## src/module_disable_defs.svh

```systemverilog
`ifndef MODULE_DISABLE_DEFS_SVH
`define MODULE_DISABLE_DEFS_SVH
// register byte offsets on the bus
`define MD_CTRL0_OFFSET 4'h0
`define MD_STATUS_OFFSET 4'h4
// field positions in the first disable register
`define MD_BIT_PIN_CHANGE 0
`define MD_BIT_CLOCK_REF 1
`define MD_BIT_NONVOLATILE 2
`define MD_BIT_SCANNER 3
`define MD_BIT_CHECKSUM 4
`define MD_BIT_VOLT_REF 6
`define MD_BIT_CLOCK_GATE 7
// writable bits; bit 5 is unimplemented
`define MD_CTRL0_MASK 8'hDF
`define MD_CTRL0_RESET 8'h00
// re-enable settle time
`define MD_INSTR_CYCLE_NS 125
`define MD_NVM_SETTLE_NS 1000
`define MD_CLK_PERIOD_NS 25
`endif

```

## src/module_disable_pkg.sv

```systemverilog
package module_disable_pkg;
  typedef enum logic [1:0] {
    UNIT_ON,
    UNIT_OFF,
    UNIT_WAKE
  } unit_state_t;
endpackage

```

## src/peripheral_module_disable.sv

```systemverilog
`timescale 1ns/1ps
`include "module_disable_defs.svh"
// How it works
// RULE_01: every disable bit clears on reset, so all units start enabled.
// RULE_02: a disabled unit gets no clock enable and no control strobes.
// RULE_03: a disabled unit is held in reset.
// RULE_04: unit register writes dropped, reads return zero while disabled.
// RULE_05: a disabled unit's pin outputs release to next priority owner.
// RULE_06: clearing the bit returns the unit in reset-value state.
// RULE_07: a re-enabled unit may need one instruction cycle to go active.
// RULE_08: software waits one instruction before touching a re-enabled unit.
// RULE_09: a disabled unit's input selection registers are disabled too.
// RULE_10: bit 7 gates the peripheral system clock network.
// RULE_11: bits 6,4,3,1,0 disable their units; bit 5 reads zero.
// RULE_12: bit 2 blocks memory access, memory control writes, pointer reads zero.
// RULE_13: software waits up to 1 us after memory re-enable before data access.
module peripheral_module_disable #(
  parameter int NUM_UNITS = 8
) (
  input wire logic clk_i,
  input wire logic rst_i,
  // wishbone slave
  input wire logic cyc_i,
  input wire logic stb_i,
  input wire logic we_i,
  input wire logic [3:0] adr_i,
  input wire logic [3:0] sel_i,
  input wire logic [31:0] dat_i,
  output logic [31:0] dat_o,
  output logic ack_o,
  // per-unit gating, index = bit position of the control register
  output logic [NUM_UNITS-1:0] unit_clk_en_o,
  output logic [NUM_UNITS-1:0] unit_reset_o,
  output logic [NUM_UNITS-1:0] unit_out_en_o,
  output logic [NUM_UNITS-1:0] unit_insel_en_o,
  output logic periph_clk_en_o,
  // unit register access path from the core
  input wire logic [NUM_UNITS-1:0] unit_sel_i,
  input wire logic unit_wr_i,
  input wire logic [7:0] unit_rdata_i,
  output logic [NUM_UNITS-1:0] unit_wr_o,
  output logic [7:0] unit_rdata_o,
  // non-volatile memory path
  input wire logic mem_rd_i,
  input wire logic mem_wr_i,
  input wire logic mem_ctrl_wr_i,
  input wire logic ptr_rd_i,
  input wire logic [7:0] mem_rdata_i,
  output logic mem_rd_o,
  output logic mem_wr_o,
  output logic mem_ctrl_wr_o,
  output logic [7:0] mem_rdata_o,
  // pin ownership: pin wanted by this unit and by next in priority
  input wire logic [NUM_UNITS-1:0] unit_pin_out_i,
  input wire logic next_pin_out_i,
  output logic pin_out_o
);
  import module_disable_pkg::*;

  localparam int INSTR_CYCLES = (`MD_INSTR_CYCLE_NS + `MD_CLK_PERIOD_NS - 1) / `MD_CLK_PERIOD_NS;
  localparam int NVM_CYCLES = `MD_NVM_SETTLE_NS / `MD_CLK_PERIOD_NS;

  logic [7:0] ctrl0_reg;
  logic ack_reg;
  logic [31:0] dat_reg;
  logic [NUM_UNITS-1:0] active;
  logic [NUM_UNITS-1:0] off_bits;
  logic req;

  function automatic logic hits(input logic [3:0] a, input logic [3:0] off);
    hits = a == off;
  endfunction

  assign req = cyc_i && stb_i && !ack_reg;
  assign off_bits = NUM_UNITS'(ctrl0_reg & `MD_CTRL0_MASK);

  // control register; only the low byte lane carries it
  always_ff @(posedge clk_i) begin
    if (rst_i) begin
      ctrl0_reg <= `MD_CTRL0_RESET; // see RULE_01
    end else if (req && we_i && sel_i[0] && hits(adr_i, `MD_CTRL0_OFFSET)) begin
      ctrl0_reg <= dat_i[7:0] & `MD_CTRL0_MASK; // see RULE_11
    end
  end

  // single-cycle ack; unmapped addresses still ack and read zero
  always_ff @(posedge clk_i) begin
    if (rst_i) begin
      ack_reg <= 1'b0;
      dat_reg <= 32'h0000_0000;
    end else begin
      ack_reg <= req;
      dat_reg <= 32'h0000_0000;
      if (req && !we_i) begin
        if (hits(adr_i, `MD_CTRL0_OFFSET)) dat_reg <= {24'h00_0000, ctrl0_reg};
        else if (hits(adr_i, `MD_STATUS_OFFSET)) dat_reg <= {24'h00_0000, 8'(active)};
      end
    end
  end
  assign ack_o = ack_reg;
  assign dat_o = dat_reg;

  // one gate per control bit; memory unit waits longer to settle
  genvar g;
  generate
    for (g = 0; g < NUM_UNITS; g++) begin : gen_unit
      localparam int WAKE = (g == `MD_BIT_NONVOLATILE) ? NVM_CYCLES : INSTR_CYCLES;
      unit_gate #(.WAKE_CYCLES(WAKE)) u_gate (
        .clk_i(clk_i),
        .rst_i(rst_i),
        .off_i(off_bits[g]),
        .state_o(),
        .clk_en_o(unit_clk_en_o[g]),
        .reset_o(unit_reset_o[g]),
        .active_o(active[g])
      );
    end
  endgenerate

  // outputs and input selection drop with the disable bit
  assign unit_out_en_o = ~off_bits; // see RULE_05
  assign unit_insel_en_o = ~off_bits; // see RULE_09
  assign pin_out_o = |(unit_pin_out_i & ~off_bits) ? 1'b1 : (|(unit_pin_out_i & off_bits) ? next_pin_out_i :
    next_pin_out_i); // see RULE_05
  assign periph_clk_en_o = !ctrl0_reg[`MD_BIT_CLOCK_GATE]; // see RULE_10

  // register writes blocked while off, reads blanked
  assign unit_wr_o = unit_wr_i ? (unit_sel_i & ~off_bits) : '0; // see RULE_04
  assign unit_rdata_o = |(unit_sel_i & off_bits) ? 8'h00 : unit_rdata_i; // see RULE_04

  // memory path; pointer reads of blocked memory give zero
  assign mem_rd_o = mem_rd_i && !off_bits[`MD_BIT_NONVOLATILE]; // see RULE_12
  assign mem_wr_o = mem_wr_i && !off_bits[`MD_BIT_NONVOLATILE]; // see RULE_12
  assign mem_ctrl_wr_o = mem_ctrl_wr_i && !off_bits[`MD_BIT_NONVOLATILE]; // see RULE_12
  assign mem_rdata_o = (off_bits[`MD_BIT_NONVOLATILE] && (ptr_rd_i || mem_rd_i)) ? 8'h00 : mem_rdata_i; // see RULE_12

  a_reset_all_on: assert property (@(posedge clk_i) // see RULE_01
    rst_i |=> ctrl0_reg == 8'h00) else $error("control not cleared by reset");
  a_read_blank: assert property (@(posedge clk_i) disable iff (rst_i) // see RULE_04
    |(unit_sel_i & off_bits) |-> unit_rdata_o == 8'h00 && unit_wr_o == '0) else $error("disabled unit reached");
  a_clock_gate: assert property (@(posedge clk_i) disable iff (rst_i) // see RULE_10
    ctrl0_reg[7] |-> !periph_clk_en_o) else $error("peripheral clock not gated");
  a_bit5_zero: assert property (@(posedge clk_i) disable iff (rst_i) // see RULE_11
    ack_reg && hits($past(adr_i), 4'h0) |-> dat_o[5] == 1'b0) else $error("bit 5 read nonzero");
  a_mem_block: assert property (@(posedge clk_i) disable iff (rst_i) // see RULE_12
    off_bits[2] |-> !mem_wr_o && !mem_ctrl_wr_o && !mem_rd_o) else $error("memory access not blocked");
  a_out_release: assert property (@(posedge clk_i) disable iff (rst_i) // see RULE_05
    off_bits != '0 |-> (unit_out_en_o & off_bits) == '0 && (unit_insel_en_o & off_bits) == '0)
    else $error("outputs of disabled unit still enabled");
  a_ack_one: assert property (@(posedge clk_i) disable iff (rst_i)
    req |=> ack_o ##1 !ack_o) else $error("ack not single cycle");
  a_reset_held: assert property (@(posedge clk_i) disable iff (rst_i) // see RULE_03
    off_bits != '0 |-> (unit_reset_o & off_bits) == off_bits) else $error("disabled unit out of reset");
endmodule

```

## src/unit_gate.sv

```systemverilog
`timescale 1ns/1ps
`include "module_disable_defs.svh"
module unit_gate #(
  parameter int WAKE_CYCLES = 5
) (
  input wire logic clk_i,
  input wire logic rst_i,
  input wire logic off_i,
  output module_disable_pkg::unit_state_t state_o,
  output logic clk_en_o,
  output logic reset_o,
  output logic active_o
);
  import module_disable_pkg::*;
  unit_state_t state_reg;
  logic [7:0] wake_reg;

  // off forces reset; clear goes through a wake wait before active
  always_ff @(posedge clk_i) begin
    if (rst_i) begin
      state_reg <= UNIT_ON;
      wake_reg <= 8'h00;
    end else begin
      unique case (state_reg)
        UNIT_ON: begin
          if (off_i) state_reg <= UNIT_OFF;
        end
        UNIT_OFF: begin
          wake_reg <= 8'h00;
          if (!off_i) state_reg <= UNIT_WAKE;
        end
        UNIT_WAKE: begin
          if (off_i) begin
            state_reg <= UNIT_OFF;
          end else if (wake_reg == 8'(WAKE_CYCLES - 1)) begin // see RULE_07
            state_reg <= UNIT_ON;
          end else begin
            wake_reg <= wake_reg + 8'h01;
          end
        end
      endcase
    end
  end

  assign state_o = state_reg;
  // clock stops and reset holds while off, no toggling inside
  assign clk_en_o = !off_i && state_reg != UNIT_OFF; // see RULE_02
  assign reset_o = off_i || state_reg != UNIT_ON; // see RULE_03 see RULE_06
  assign active_o = state_reg == UNIT_ON && !off_i;

  a_off_holds_reset: assert property (@(posedge clk_i) disable iff (rst_i) // see RULE_03
    off_i |-> reset_o && !clk_en_o) else $error("disabled unit not held in reset");
  a_wake_bounded: assert property (@(posedge clk_i) disable iff (rst_i) // see RULE_07
    $fell(off_i) |-> ##[1:258] active_o) else $error("unit did not wake in time");
endmodule

```

## config.mk

```make
export PLATFORM = sky130hd
export DESIGN_NAME = peripheral_module_disable
export DESIGN_NICKNAME = d
export VERILOG_FILES = /design/src/module_disable_pkg.sv /design/src/peripheral_module_disable.sv /design/src/unit_gate.sv
export VERILOG_INCLUDE_DIRS = /design/src
export SDC_FILE = /design/constraint.sdc
export NUM_CORES = 1
export LEC_CHECK = 0
export BUFFER_PORTS_ARGS = -buffer_cell sky130_fd_sc_hd__buf_2
export CAP_MARGIN = 20
export CORE_MARGIN = 2
export CORE_UTILIZATION = 30
export CTS_BUF_LIST = sky130_fd_sc_hd__clkbuf_4
export DETAILED_ROUTE_END_ITERATION = 10
export RECOVER_POWER = 100
export SYNTH_ARGS = -nofsm -noshare
export SYNTH_HDL_FRONTEND = slang
export SYNTH_HIERARCHICAL = 1
export SYNTH_SLANG_ARGS = --single-unit
export TNS_END_PERCENT = 5
```

## constraint.sdc

```tcl
create_clock -name clk_i -period 1.5 [get_ports clk_i]
set_clock_uncertainty 0.1 [all_clocks]
set_input_delay 0.15 -clock clk_i [delete_from_list [all_inputs] [get_ports clk_i]]
set_output_delay 0.15 -clock clk_i [all_outputs]
set_load 0.05 [all_outputs]
```

==> results.json <==
{
  "via_per_inst": 4.97,
  "drtIter0Drc": 313,
  "p_leak_uw": 0.00331,
  "cts_sinks": 96,
  "reg2regPathDepth": 7,
  "critical_path.startpoint_type": "flop",
  "max_freq_ghz": 0.498,
  "worstSetupEndpointType": "output pin",
  "die_w_um": 140,
  "cp.arrival_ns": 1.76,
  "fp-row-count": 49,
  "clockBufferDepth": 2,
  "stdcell_count": 1156,
  "synth-simple-area-share_pct": 30.9,
  "hold_slack_ns": 0.0535,
  "grt_usage_pct": 16.4,
  "synthMuxAreaShare_pct": 3.05,
  "ios": 177,
  "path_depth": 4,
  "synth.area.top_cells": "dfxtp_1 34%, buf_4 4.7%, nand3_1 3.7%",
  "die_h_um": 140,
  "wl_mm": 16.5,
  "yosysTopAreaCell": "dfxtp_1",
  "core_area_mm2": 0.0181,
  "tightestPinTransition_ns": 0.590,
  "power_density_mw_per_mm2": 568,
  "synth_adder_area_share_pct": 3.37,
  "synthesis.area_mm2": 0.00557,
  "yosysMostFrequentCell": "dfxtp_1",
  "port_buffers": 122,
  "fin_crit_ns": 2.01,
  "synthTopCellsByCount": "96 x dfxtp_1, 53 x nor2_1, 43 x inv_1, 41 x nand3_1, 37 x a21oi_1",
  "hold_viol_final": 0,
  "antenna_found_initial": 0,
  "crit_type": "reg -> out",
  "peakVddDrop_mv": 0.325,
  "synth_compound_area_share_pct": 18.3,
  "root_buffer": "clkbuf_4",
  "grt_max_degree": 43,
  "crit_family": "simple AND/OR/NAND/NOR gates",
  "synth-seq-area-share_pct": 34.5,
  "worst_slack_ns": -0.509,
  "clk_latency_ns": 0.47,
  "slew_viol_final": 0,
  "rsz0062_at_grt": "yes",
  "largest_register_ff_count": 64,
  "clk_pin_slew_ns": 0.16,
  "dp_hpwl_mm": 11.9,
  "cpMaxStageDelayCell": "dfxtp_4",
  "finish.utilization_pct": 46.2,
  "yosysWarnings": 6,
  "drive_gt1_share_pct": 45.7,
  "path_buf_inv": 1,
  "grt_pass1_wl_mm": 26.3,
  "grt_pass1_vias": 5353,
  "die_area_mm2": 0.0197,
  "synth_top_area_share_pct": 34.5,
  "drtAntennaViolNets": 0,
  "synth_edf_count": 0,
  "syn_avg_cell_area_um2": 8.52,
  "n_antenna_cell": 0,
  "dr_total_vias": 5749,
  "overflow": 0,
  "cts_max_level": 3,
  "async_flop_share_pct": 0,
  "period_share_pct": 134,
  "setup_viol": 114,
  "wl_per_cell_um": 14.3,
  "area_growth_pct": 50.0,
  "dr.pass1.iters": 5,
  "ys_ff_latch": 96,
  "violations": "negative setup slack",
  "synthXorXnorAreaFrac_pct": 0,
  "cp_max_fo": 8,
  "start_util_pct": 30.8,
  "status": "finished with violations",
  "drcViolationCount": 0,
  "place_congestion": 0.825,
  "holdPathStages": 5,
  "timing.slew.headroom_pct": 60.8,
  "crit_chain": "a222oi_1, and3_4, and2_1, buf_6",
  "drv_cap": 0,
  "critPathRequiredTime_ns": 1.25,
  "synthCells": 654,
  "synth_ff_type": "dfxtp_1",
  "dp.cells": 1130,
  "hold_class": "in -> reg",
  "numCtsBuffers": 9,
  "synth_top_family_by_area": "simple AND/OR/NAND/NOR gates",
  "ys_types": 56,
  "cts_tree": "done",
  "slowest_delay_ns": 0.37,
  "num-nets-final": 1020
}
cell usage in the layout (no fill, tap or decap), types with 7 or more instances in the layout:
master	count
clkbuf_2	11
inv_1	35
or3_1	24
conb_1	33
a31oi_1	14
buf_4	138
or3_2	11
ha_1	14
clkbuf_4	9
a41oi_1	7
dlygate4sd3_1	8
mux2i_1	8
nand2b_1	13
and2_1	16
and3_1	9
nand4bb_1	7
clkinvlp_4	8
nand2_1	27
nor2_1	47
dfxtp_2	29
buf_6	61
or4_1	8
dfxtp_4	7
buf_2	55
a21oi_1	32
o211ai_1	15
nand3_1	40
nand4_1	19
dfxtp_1	60
mux2_2	7
a211oi_1	8
a22oi_1	11
o31ai_1	8
tightest hold or removal path, stage by stage:
cell,delay [ns]
buf_2,0.11
nor4b_2,0.05
buf_4,0.18
nand2_1,0.08
nor2_1,0.03
what timing repair did:
| item | 4_1_cts | 5_1_grt |
|---|---|---|
| gates cloned | 0 | 0 |
| buffers inserted | 2 | 0 |
| pin swaps | 8 | 10 |
| hold buffers | 8 | 0 |
| endpoints found under the hold margin | 9 | 0 |
| gates resized for setup | 160 | 58 |
| endpoints found under the setup margin | 116 | 125 |
per-layer routing:
layer	up-vias	GRT usage [%]	routed length, um
li1	2885	-	-
met4	0	4.94	209
met3	15	2.67	688
met1	2717	22.2	7620
met5	-	0	0
met2	132	26.9	8020
metrics by stage:
| stage | total power [uW] | TNS, ns | setup WS, ns | instance area [um^2] |
|---|---|---|---|---|
| finish | 4750 | -20.41 | -0.509 | 8360 |
| global placement | 3240 | -4.37 | -0.141 | 7450 |
| floorplan | 3080 | -4.26 | -0.161 | 5750 |
| CTS | 4790 | -22.13 | -0.503 | 8200 |
| detailed placement | 3240 | -5.16 | -0.165 | 7450 |
| global route | 4980 | -32.10 | -0.637 | 8360 |
cell families after synthesis:
logic type               Yosys count
other                              2
multiplexers                      16
flip-flops                        96
adder cells (fa/ha/maj)           15
AND/OR/NAND/NOR                  285
buffers and inverters            102
AO/OA/AOI/OAI                    138
cell type report:
cell class / count / area, um^2
Inverter: 44 / 191
Tap cell: 229 / 287
Timing Repair Buffer: 284 / 2270
Fill cell: 1726 / 9730
Multi-Input combinational cell: 487 / 3490
Sequential cell: 96 / 1980
Clock buffer: 9 / 67.6
Clock inverter: 7 / 71.3
power breakdown:
group | leakage (uW) | switching [uW] | internal [uW]
combinational | 0.00244 | 502 | 235
clock | 0.0000762 | 953 | 510
sequential | 0.000794 | 3.66 | 2540
final timing paths:
path | from | endpoint | slack, ns
max | ctrl0_reg[0] | unit_rdata_o[4] | -0.51
min | adr_i[3] | dat_o[5] | 0.05
max reg2reg | gen_unit[3].u_gate/wake_reg[0] | gen_unit[3].u_gate/wake_reg[1] | -0.15
min reg2reg | gen_unit[2].u_gate/wake_reg[2] | gen_unit[2].u_gate/wake_reg[2] | 0.40
Note: power is estimated with default switching activity, not from simulation.
